$ cat config.mk
export PLATFORM = sky130hd
export DESIGN_NAME = gsps_status_pins
export DESIGN_NICKNAME = d
export VERILOG_FILES = /design/src/verilog/gsps_pkg.sv /design/src/verilog/gsps_pin_mux.sv /design/src/verilog/gsps_status_pins.sv
export VERILOG_INCLUDE_DIRS = /design/src /design/src/verilog
export SDC_FILE = /design/constraint.sdc
export NUM_CORES = 1
export LEC_CHECK = 0
export ABC_AREA = 1
export BUFFER_PORTS_ARGS = -buffer_cell sky130_fd_sc_hd__buf_2
export CORE_MARGIN = 2
export CORE_UTILIZATION = 40
export CTS_CLUSTER_DIAMETER = 120
export CTS_CLUSTER_SIZE = 12
export DETAILED_ROUTE_END_ITERATION = 6
export PLACE_DENSITY = 0.67
export SYNTH_ARGS = -nofsm -noshare
export SYNTH_HDL_FRONTEND = slang
export SYNTH_SLANG_ARGS = --single-unit
$ cat constraint.sdc
create_clock -name clk_in -period 1.6 [get_ports clk_in]
set_input_delay 0.08 -clock clk_in [delete_from_list [all_inputs] [get_ports clk_in]]
set_output_delay 0.08 -clock clk_in [all_outputs]
set_load 0.05 [all_outputs]
$ cat src/verilog/gsps_consts.svh
`ifndef GSPS_CONSTS_SVH
`define GSPS_CONSTS_SVH
`define GSPS_SEL_RX_THR_PKT   6'h01
`define GSPS_SEL_TX_THR       6'h02
`define GSPS_SEL_TX_FULL      6'h03
`define GSPS_SEL_RX_OVF       6'h04
`define GSPS_SEL_TX_UNF       6'h05
`define GSPS_SEL_SYNC_PKT     6'h06
`define GSPS_SEL_CRC_PKT      6'h07
`define GSPS_SEL_PREAMBLE_Q   6'h08
`define GSPS_SEL_CHAN_ASSESS  6'h09
`define GSPS_SEL_LOCK         6'h0A
`define GSPS_SEL_SER_CLK      6'h0B
`define GSPS_SEL_SER_SYNC     6'h0C
`define GSPS_SEL_SER_ASYNC    6'h0D
`define GSPS_SEL_TEST_LO      6'h10
`define GSPS_SEL_TEST_HI      6'h14
`define GSPS_REG_SEL0         4'h0
`define GSPS_REG_SEL1         4'h1
`define GSPS_REG_SEL2         4'h2
`define GSPS_REG_INV          4'h3
`define GSPS_REG_PINS         4'h4
`define GSPS_REG_IRQ_STAT     4'h5
`define GSPS_REG_IRQ_MASK     4'h6
`define GSPS_SEL0_RESET       6'h0B
`define GSPS_SEL1_RESET       6'h0A
`define GSPS_SEL2_RESET       6'h01
`define GSPS_INV_RESET        3'h0
`define GSPS_MASK_RESET       3'h0
`endif

$ cat src/verilog/gsps_pkg.sv
package gsps_pkg;
  typedef logic [5:0] gsps_sel_t;
  typedef enum logic [1:0] {
    GSPS_PKT_IDLE = 2'b00,
    GSPS_PKT_RX   = 2'b01,
    GSPS_PKT_TX   = 2'b10
  } gsps_pkt_e;
endpackage : gsps_pkg

$ cat src/verilog/gsps_pin_mux.sv
`timescale 1ns/1ns
`include "gsps_consts.svh"
module gsps_pin_mux (
  input  wire logic              clk_in,
  input  wire logic              nrst_in,
  input  wire gsps_pkg::gsps_sel_t sel_in,
  input  wire logic              invert_in,
  input  wire logic [13:1]       src_in,
  output logic                   pin_out
);
  typedef struct packed {
    logic pin;
  } gsps_mux_s;

  gsps_mux_s state;
  gsps_mux_s next_state;
  logic      picked;

  always_comb begin
    picked = 1'b0;
    if (sel_in >= `GSPS_SEL_RX_THR_PKT && sel_in <= `GSPS_SEL_SER_ASYNC) begin
      picked = src_in[sel_in[3:0]];
    end
    next_state.pin = picked ^ invert_in;
  end

  always_ff @(posedge clk_in or negedge nrst_in) begin
    if (!nrst_in) begin
      state <= '0;
    end else begin
      state <= next_state;
    end
  end

  assign pin_out = state.pin;
endmodule : gsps_pin_mux

$ cat src/verilog/gsps_status_pins.sv
`timescale 1ns/1ns
`include "gsps_consts.svh"
module gsps_status_pins (
  input  wire logic        clk_in,
  input  wire logic        nrst_in,
  input  wire logic [3:0]  addr_in,
  input  wire logic [7:0]  wdata_in,
  input  wire logic        wr_in,
  input  wire logic        rd_in,
  output logic [7:0]       rdata_out,
  output logic             irq_out,
  input  wire logic [6:0]  rx_fill_in,
  input  wire logic [6:0]  tx_fill_in,
  input  wire logic [6:0]  rx_fill_threshold_in,
  input  wire logic [6:0]  tx_fill_threshold_in,
  input  wire logic        tx_full_in,
  input  wire logic        rx_overflow_in,
  input  wire logic        tx_underflow_in,
  input  wire logic        rx_flush_in,
  input  wire logic        tx_flush_in,
  input  wire logic        sync_found_in,
  input  wire logic        pkt_end_in,
  input  wire logic        tx_mode_in,
  input  wire logic        addr_fail_in,
  input  wire logic        crc_ok_pkt_in,
  input  wire logic        rx_first_read_in,
  input  wire logic        pq_above_in,
  input  wire logic        rssi_below_in,
  input  wire logic        lock_det_in,
  input  wire logic        ser_clk_in,
  input  wire logic        ser_data_in,
  input  wire logic        ser_async_in,
  input  wire logic        chip_select_n_in,
  output logic             pin0_out,
  output logic             pin1_out,
  output logic             pin1_oe_out,
  output logic             pin2_out
);
  typedef struct packed {
    gsps_pkg::gsps_sel_t [2:0] sel;
    logic [2:0]                inv;
    logic [2:0]                stat;
    logic [2:0]                mask;
    logic [2:0]                pin_q;
    logic [7:0]                rdata;
    logic                      rx_thr;
    logic                      tx_full;
    logic                      rx_ovf;
    logic                      tx_unf;
    gsps_pkg::gsps_pkt_e       pkt;
    logic                      crc;
    logic [3:0]                pins_s1;
    logic [3:0]                pins_s2;
    logic                      cs_s1;
    logic                      cs_s2;
  } gsps_top_s;

  gsps_top_s   state;
  gsps_top_s   next_state;
  logic [13:1] src;
  logic [2:0]  pin_raw;
  logic [2:0]  rise;

  always_comb begin
    next_state = state;
    // pins from the analog side and the host pass two flops first
    next_state.pins_s1 = {lock_det_in, ser_clk_in, ser_data_in, ser_async_in};
    next_state.pins_s2 = state.pins_s1;
    next_state.cs_s1   = chip_select_n_in;
    next_state.cs_s2   = state.cs_s1;
    if (rx_fill_in >= rx_fill_threshold_in || pkt_end_in) begin
      next_state.rx_thr = 1'b1;
    end else if (rx_fill_in == 7'h00) begin
      next_state.rx_thr = 1'b0;
    end
    if (tx_full_in) begin
      next_state.tx_full = 1'b1;
    end else if (tx_fill_in < tx_fill_threshold_in) begin
      next_state.tx_full = 1'b0;
    end
    // overflow flag; the event wins over a same-cycle flush
    if (rx_overflow_in) begin
      next_state.rx_ovf = 1'b1;
    end else if (rx_flush_in) begin
      next_state.rx_ovf = 1'b0;
    end
    if (tx_underflow_in) begin
      next_state.tx_unf = 1'b1;
    end else if (tx_flush_in) begin
      next_state.tx_unf = 1'b0;
    end
    case (state.pkt)
      gsps_pkg::GSPS_PKT_IDLE: begin
        if (sync_found_in) begin
          next_state.pkt = tx_mode_in ? gsps_pkg::GSPS_PKT_TX : gsps_pkg::GSPS_PKT_RX;
        end
      end
      gsps_pkg::GSPS_PKT_RX: begin
        if (pkt_end_in || addr_fail_in || rx_overflow_in) begin
          next_state.pkt = gsps_pkg::GSPS_PKT_IDLE;
        end
      end
      gsps_pkg::GSPS_PKT_TX: begin
        if (pkt_end_in || tx_underflow_in) begin
          next_state.pkt = gsps_pkg::GSPS_PKT_IDLE;
        end
      end
      default: next_state.pkt = gsps_pkg::GSPS_PKT_IDLE;
    endcase
    if (crc_ok_pkt_in) begin
      next_state.crc = 1'b1;
    end else if (rx_first_read_in) begin
      next_state.crc = 1'b0;
    end
    // interrupt status: rising pin edges; a new edge beats the read clear
    if (rd_in && addr_in == `GSPS_REG_IRQ_STAT) begin
      next_state.stat = 3'h0;
    end
    next_state.stat = next_state.stat | rise;
    next_state.pin_q = pin_raw;
    next_state.rdata = 8'h00;
    if (rd_in) begin
      case (addr_in)
        `GSPS_REG_SEL0:     next_state.rdata = {2'h0, state.sel[0]};
        `GSPS_REG_SEL1:     next_state.rdata = {2'h0, state.sel[1]};
        `GSPS_REG_SEL2:     next_state.rdata = {2'h0, state.sel[2]};
        `GSPS_REG_INV:      next_state.rdata = {5'h00, state.inv};
        `GSPS_REG_PINS:     next_state.rdata = {5'h00, pin_raw};
        `GSPS_REG_IRQ_STAT: next_state.rdata = {5'h00, state.stat};
        `GSPS_REG_IRQ_MASK: next_state.rdata = {5'h00, state.mask};
        default:            next_state.rdata = 8'h00;
      endcase
    end
    if (wr_in) begin
      case (addr_in)
        `GSPS_REG_SEL0:     next_state.sel[0] = wdata_in[5:0];
        `GSPS_REG_SEL1:     next_state.sel[1] = wdata_in[5:0];
        `GSPS_REG_SEL2:     next_state.sel[2] = wdata_in[5:0];
        `GSPS_REG_INV:      next_state.inv = wdata_in[2:0];
        `GSPS_REG_IRQ_MASK: next_state.mask = wdata_in[2:0];
        default:            next_state.inv = state.inv;
      endcase
    end
  end

  always_ff @(posedge clk_in or negedge nrst_in) begin
    if (!nrst_in) begin
      state         <= '0;
      state.sel[0]  <= `GSPS_SEL0_RESET;
      state.sel[1]  <= `GSPS_SEL1_RESET;
      state.sel[2]  <= `GSPS_SEL2_RESET;
      state.inv     <= `GSPS_INV_RESET;
      state.mask    <= `GSPS_MASK_RESET;
    end else begin
      state <= next_state;
    end
  end

  always_comb begin
    src     = '0;
    src[1]  = state.rx_thr;
    src[2]  = tx_fill_in >= tx_fill_threshold_in;
    src[3]  = state.tx_full;
    src[4]  = state.rx_ovf;
    src[5]  = state.tx_unf;
    src[6]  = state.pkt != gsps_pkg::GSPS_PKT_IDLE;
    src[7]  = state.crc;
    src[8]  = pq_above_in;
    src[9]  = rssi_below_in;
    src[10] = state.pins_s2[3];
    src[11] = state.pins_s2[2];
    // data launched on falling clock by the modem, kept aligned with src[11]
    src[12] = state.pins_s2[1];
    src[13] = state.pins_s2[0];
  end

  // test codes 16..20 and all unlisted codes select a constant low source, so the pin is low unless its invert bit is set
  for (genvar i = 0; i < 3; i++) begin : g_pin
    gsps_pin_mux u_mux (
      .clk_in    (clk_in),
      .nrst_in   (nrst_in),
      .sel_in    (state.sel[i]),
      .invert_in (state.inv[i]),
      .src_in    (src),
      .pin_out   (pin_raw[i])
    );
  end

  assign rise      = pin_raw & ~state.pin_q;
  assign rdata_out = state.rdata;
  assign irq_out   = |(state.stat & state.mask);
  assign pin0_out  = pin_raw[0];
  assign pin2_out  = pin_raw[2];
  // shared pin driven only while chip select high
  assign pin1_out    = pin_raw[1];
  assign pin1_oe_out = state.cs_s2;
endmodule : gsps_status_pins

==> key figures, run 1 <==
Run status
  – Status: finished, final reports clean

Global routing
  – Initial antenna violation count: 0
  – Grt total ovfl: 0
  – First-pass GRT wire length: 12700 um
  – GRT Total Usage: 18.4%
  – Largest net degree at the start of global routing: 57
  – Vias in the first global route: 2838

Placed design
  – Post-DP HPWL: 5750 um
  – GP Congestion: 0.904
  – Setup WS pre-CTS: 0.0546 ns
  – Port Buffers: 70

Worst setup path
  – Largest stage delay on the critical path: 0.55 ns
  – R2R cell count: 8
  – R2r setup slk: 0.10 ns
  – Worst reg2reg path startpoint: state[49]
  – CP Class: reg2reg
  – Critical Path Start Type: register
  – Setup crit end kind: register
  – Worst-path fanout max: 7
  – Critical Path RT: 1.82 ns
  – CP startpoint: state[49]
  – Top cell by count, worst path: nand2_1
  – Worst setup path end: g_pin[2].u_mux.pin_out
  – Critical-path cell with the highest stage delay: dfstp_2
  – Critical-path cell list: inv_1, o211ai_1, a21boi_1, nand2_1, nand2_1, nand2_1, nand2_1, nand2_1
  – Crit path DAT: 1.72 ns
  – RR Endpoint: g_pin[2].u_mux.pin_out

Routing
  – Drt total wl: 7510 um
  – Vias per cell: 4.93
  – DR pass1 iterations: 4
  – Detailed-route via count: 2877
  – Drt drc: 0
  – Routed WL per cell: 12.9 um
  – Post-DRT Antenna Nets: 0
  – DR iter-0 viols: 152

Power
  – Reg power frac: 44.1%
  – Sw Share: 36.4%
  – Logic pwr share: 33.3%
  – Max VDD drop: 0.000430 V
  – Static leakage: 2.05 nW
  – Switch Pwr: 1.56 mW
  – Design internal power: 2.74 mW
  – Clk pwr share: 22.6%
  – Power density over cell area: 1090 mW/mm^2

Synthesis
  – Synth Area per Inst: 8.16 um^2
  – Share of the synthesized area in the top cell type: 39.4%
  – Synth Instances: 389
  – Top cells by area in the synthesized netlist: dfrtp_1, nand2_1, inv_1
  – Ys Warns: 0
  – Post-synthesis register bit count: 56
  – Post-synth cell types: 37
  – Synthesized area: 0.00317 mm^2
  – Post-synthesis sequential area ratio: 44.4%
  – Largest area contributor in the netlist: dfrtp_1

Layout
  – Commonest non-fill, non-tap cell in the layout: nand2_1
  – Layout cells sized above 1: 25.5%
  – Fillers: 739
  – Most frequent cells in the layout: nand2_1, buf_2, inv_1
  – Nets@finish: 557
  – Antenna cell count: 0
  – Area Overhead vs Synth: 23.9%

Die
  – Core Box Area: 0.00769 mm^2
  – Die height: 93.1 um
  – Row cnt: 32
  – Starting Density: 41.3%
  – IO Pins: 75
  – Die X: 93.1 um
  – Die Area: 0.00866 mm^2

Timing
  – Clock Skew: 0.0131 ns
  – RSZ-0062 raised after global routing: false
  – Min Tclk post-route: 1.50 ns
  – Final setup violation count: 0
  – Final Max Tran Viols: 0
  – Fin crit share: 93.5%
  – Final count of hold timing violations: 0
  – Setup slack after layout: 0.103 ns
  – Setup TNS: 0 ns
  – Fmax achieved: 668 MHz

Clock network
  – CTS tree: built
  – H-tree lvl count: 2
  – TritonCTS Buffers: 5
  – Max Root-Sink Buffers: 2
  – # clock sinks: 56
  – Reg clk slew, reported paths: 0.10 ns
  – Root Driver: clkbuf_8
  – Clock Latency Late Sink: 0.32 ns

Job
  – Maxcap violations: 0

Min path
  – Tightest Hold Check Type: in2reg
[registers in the layout, indices dropped and copies added, names as in the netlist]
name                 flops
g_pin.u_mux.pin_out      3
pin1_oe_out              1
src                      9
rdata_out                6
next_state               5
state                   32
[layout make-up]
| cell class | instances | area [um^2] | area share [%] |
|---|---|---|---|
| clock buffers | 6 | 82.6 | 2.10 |
| clock inverters | 2 | 38.8 | 0.987 |
| inverters | 67 | 255 | 6.49 |
| multi-input cells | 254 | 1400 | 35.7 |
| flip-flops and latches | 56 | 1410 | 35.8 |
| well taps | 102 | 128 | 3.25 |
| repair buffers | 97 | 613 | 15.6 |
[power by group through the flow]
stage                     sequential (mW)  combinational [mW]  clock, mW
after floorplan                      1.98               0.875          0
after global placement               1.92                1.32          0
after detailed placement             1.93                1.36          0
after CTS                            1.90                1.40      0.993
after global routing                 1.93                1.61       1.05
final                                1.90                1.43      0.973
[synthesized netlist by cell type, drive strengths merged]
| library cell | instances |
|---|---|
| clkinv | 1 |
| a41oi | 1 |
| nor3b | 1 |
| a21o | 1 |
| or2 | 1 |
| ha | 14 |
| o41ai | 1 |
| conb | 1 |
| dfstp | 6 |
| nor2 | 20 |
| o32ai | 1 |
| o21ai | 48 |
| nand2 | 98 |
| nor3 | 6 |
| nand4 | 5 |
| inv | 66 |
| a21oi | 17 |
| a21boi | 3 |
| a31oi | 2 |
| buf | 13 |
| o22ai | 7 |
| o21bai | 3 |
| nand3 | 11 |
| nor4 | 1 |
| o211ai | 4 |
| dfrtp | 50 |
| o221ai | 4 |
| a211oi | 3 |
[how the worst min path moves through the flow]
| stage | start | end | slack, ns | cells past startpoint |
|---|---|---|---|---|
| CTS | pkt_end_in | src[1] | 0.007 | 3 |
| global placement | nrst_in | rdata_out[4] | 0.10 | 2 |
| floorplan | nrst_in | g_pin[0].u_mux.pin_out | -0.22 | 0 |
| global route | wdata_in[0] | state[43] | 0.04 | 3 |
| finish | pkt_end_in | src[1] | 0.02 | 3 |
| detailed placement | nrst_in | state[53] | 0.11 | 2 |
[critical path, delay by kind of cell, from the launching register on]
family,cells,cell delay (ns)
compound gates,2,0.39
buf+inv,1,0.12
flops,1,0.55
simple gates,5,0.34
[repair_timing]
| action | CTS | global route |
|---|---|---|
| endpoints found under the setup margin | 0 | 2 |
| resized for setup | 0 | 5 |
| endpoints found under the hold margin | 66 | 0 |
| hold buffers | 19 | 0 |
| buffers inserted | 0 | 2 |
[per-stage QoR]
| stage | std cells | total power, mW | hold WS (ns) | util (%) | instance area [um^2] |
|---|---|---|---|---|---|
| 2_1_floorplan | 390 | 2.85 | -0.216 | - | 3180 |
| 3_3_place_gp | 555 | 3.24 | 0.103 | 46.8 | 3600 |
| 3_5_place_dp | 555 | 3.29 | 0.106 | 46.8 | 3600 |
| 4_1_cts | 582 | 4.29 | 0.00747 | 50.8 | 3910 |
| 5_1_grt | 584 | 4.59 | 0.0403 | 51.1 | 3930 |
| 6_report | 584 | 4.30 | 0.0157 | 51.1 | 3930 |
[logic make-up (layout without fill, tap and decap cells)]
group                      count (synthesis)  count (layout)  synth area share (%)
DFF                                       56              56                  44.4
adders and majority gates                 14              14                  5.52
and+or+nand+nor                          143             143                  19.6
other                                      1               2                 0.118
AOI/OAI and AO/OA                         95              95                  18.8
buffers and inverters                     80             172                  11.6
[layer usage]
metal  up-vias  wire, um  track usage [%]
li1       1448         -                -
met1      1328      3320             22.3
met2        91      3740             32.5
met3        10       359             3.30
met4         0        96             6.86
met5         -         0                0
Note: power is estimated with default switching activity, not from simulation.
==> run 2: changes to the inputs <==
--- a/config.mk
+++ b/config.mk
@@ -13,7 +13,7 @@
 export CTS_CLUSTER_DIAMETER = 120
 export CTS_CLUSTER_SIZE = 12
 export DETAILED_ROUTE_END_ITERATION = 6
-export PLACE_DENSITY = 0.67
+export PLACE_DENSITY = 0.7
 export SYNTH_ARGS = -nofsm -noshare
 export SYNTH_HDL_FRONTEND = slang
 export SYNTH_SLANG_ARGS = --single-unit
==> constraint.sdc (replaced) <==
create_clock -name clk_in -period 1.36 [get_ports clk_in]
set_input_delay 0.068 -clock clk_in [delete_from_list [all_inputs] [get_ports clk_in]]
set_output_delay 0.068 -clock clk_in [all_outputs]
set_load 0.05 [all_outputs]
==> run 2 against run 1 <==
Effect of this change:
- largest cell class is now multi-input combinational cells
- critical endpoint unchanged
- global-route usage rose by 0.81 points
- highest routed layer unchanged
- power rose by 18%
- register-to-register slack got worse by 0.19 ns
- cell area rose by 3.3%
- setup slack got worse by 0.19 ns
- non-clock buffer count rose by 13
- the run now ends with setup timing left
==> key figures, run 2 (synthesized netlist as in run 1, its figures left out) <==
Layout
  – Largest register FFs: 32
  – Most frequent cells in the layout: nand2_1, buf_2, inv_1
  – Layout cells sized above 1: 29.5%
  – Area Overhead vs Synth: 28.0%
  – Commonest non-fill, non-tap cell in the layout: nand2_1
  – Nets@finish: 570
  – Reg with most FFs: state
  – Antenna cell count: 0
  – Final Instance Area: 0.00406 mm^2

Power
  – Switch Pwr: 1.97 mW
  – Max VDD drop: 0.000611 V
  – Static leakage: 2.10 nW
  – Design internal power: 3.12 mW
  – Sw Share: 38.6%
  – Power density over cell area: 1250 mW/mm^2
  – Reg power frac: 44.2%
  – Tot Pwr: 5.09 mW
  – Clk pwr share: 18.8%
  – Logic pwr share: 37.0%

Timing
  – Fmax achieved: 690 MHz
  – Final Max Tran Viols: 0
  – Fin crit share: 107%
  – RSZ-0062 raised after global routing: true
  – Min Tclk post-route: 1.45 ns
  – Final setup violation count: 3
  – WHS: 0.0140 ns
  – Setup slack after layout: -0.0886 ns
  – Final count of hold timing violations: 0
  – Setup TNS: -0.252 ns
  – Clock Skew: 0.0131 ns

Placed design
  – GP Congestion: 0.896
  – Post-DP HPWL: 6060 um
  – Port Buffers: 70
  – Area after DPL: 0.00368 mm^2

Die
  – Die height: 93.1 um
  – Core Box Area: 0.00769 mm^2
  – Die X: 93.1 um
  – Starting Density: 41.3%
  – Row cnt: 32
  – Die Area: 0.00866 mm^2
  – IO Pins: 75

Worst setup path
  – RR Endpoint: g_pin[2].u_mux.pin_out
  – Worst-path fanout max: 7
  – Worst reg2reg path startpoint: state[49]
  – R2r setup slk: -0.09 ns
  – CP Class: reg2reg
  – Critical Path RT: 1.58 ns
  – Crit path DAT: 1.67 ns
  – Setup crit end kind: register
  – R2R cell count: 8
  – Critical Path Start Type: register

Routing
  – Met2 wire length: 3890 um
  – Post-DRT Antenna Nets: 0
  – Detailed-route via count: 2907
  – Routed WL per cell: 13.0 um
  – Met3 WL: 351 um
  – DR iter-0 viols: 176
  – M1 WL: 3460 um
  – DR pass1 iterations: 4
  – Drt total wl: 7750 um
  – Drt drc: 0
  – Max Used Layer: met4
  – Vias per cell: 4.87

Min path
  – Hold path cells: 3
  – Hold path endpoint: state[45]
  – Tightest Hold Check Type: in2reg
  – Hold Startpoint: wdata_in[2]

Global routing
  – GRT Total Usage: 19.2%
  – Initial antenna violation count: 0
  – Vias in the first global route: 2851
  – First-pass GRT wire length: 13200 um
  – Grt total ovfl: 0
  – Largest net degree at the start of global routing: 57

Clock network
  – # clock sinks: 56
  – Reg clk slew, reported paths: 0.10 ns
  – Clock Latency Late Sink: 0.33 ns
  – Root Driver: clkbuf_8
  – Max Root-Sink Buffers: 2
  – H-tree lvl count: 2
  – CTS tree: built
  – TritonCTS Buffers: 5

Run status
  – Failing checks: setup timing
  – Status: finished, violations left

Job
  – Maxcap violations: 0
-- run 2: cell types whose count changed in the layout (fill, tap and decap cells not counted), sizes merged --
cell / delta
buf: +12
clkinvlp: +2
clkbuf: -1
bufinv: -1
dlygate4sd3: +1
-- run 2: worst max path at each step --
| stage | start | end | slack, ns |
|---|---|---|---|
| 2_1_floorplan | state[37] | g_pin[0].u_mux.pin_out | -0.001 |
| 3_3_place_gp | tx_fill_in[6] | g_pin[0].u_mux.pin_out | -0.10 |
| 3_5_place_dp | tx_fill_in[6] | g_pin[2].u_mux.pin_out | -0.14 |
| 4_1_cts | state[37] | g_pin[0].u_mux.pin_out | -0.08 |
| 5_1_grt | state[49] | g_pin[2].u_mux.pin_out | -0.20 |
| 6_report | state[49] | g_pin[2].u_mux.pin_out | -0.09 |
-- run 2: layer usage --
layer / vias to the layer above / track usage, %
met5: - / 0
met4: 0 / 4.53
met3: 5 / 2.98
met2: 74 / 34.2
met1: 1351 / 24.6
li1: 1477 / -
-- run 2: layout make-up --
| cell class | count | area [um^2] |
|---|---|---|
| clock buffers | 5 | 68.8 |
| clock inverters | 3 | 23.8 |
| fillers | 764 | 3630 |
| inverters | 67 | 260 |
| multi-input cells | 254 | 1440 |
| flip-flops and latches | 56 | 1410 |
| well taps | 102 | 128 |
| repair buffers | 110 | 732 |
-- run 2: power groups by stage --
stage,Sequential [mW],Clock (mW),Combinational [mW]
2_1_floorplan,2.33,0,1.04
3_3_place_gp,2.26,0,1.68
6_report,2.25,0.956,1.88
4_1_cts,2.24,0.960,1.83
3_5_place_dp,2.26,0,1.73
5_1_grt,2.29,1.04,2.09
-- run 2: critical path, cell delays in order (launching register included) --
cell	delay, ns
dfstp_2	0.64
inv_4	0.08
o211ai_1	0.17
a21boi_2	0.18
nand2_1	0.06
nand2_1	0.07
nand2_1	0.05
nand2_1	0.05
nand2_1	0.05
-- run 2: per-stage QoR --
step | cells | worst slack, ns | util (%)
after global placement | 566 | -0.103 | 47.9
after global routing | 597 | -0.205 | 52.8
final | 597 | -0.0886 | 52.8
after detailed placement | 566 | -0.136 | 47.9
after floorplan | 390 | -0.00146 | -
after CTS | 596 | -0.0778 | 52.2
-- run 2: repair_timing --
item / CTS / global route
pin swaps: 8 / 14
hold buffers: 20 / 0
gates resized for setup: 13 / 13
setup endpoints to repair: 3 / 4
endpoints found under the hold margin: 70 / 0
buffers inserted: 2 / 2
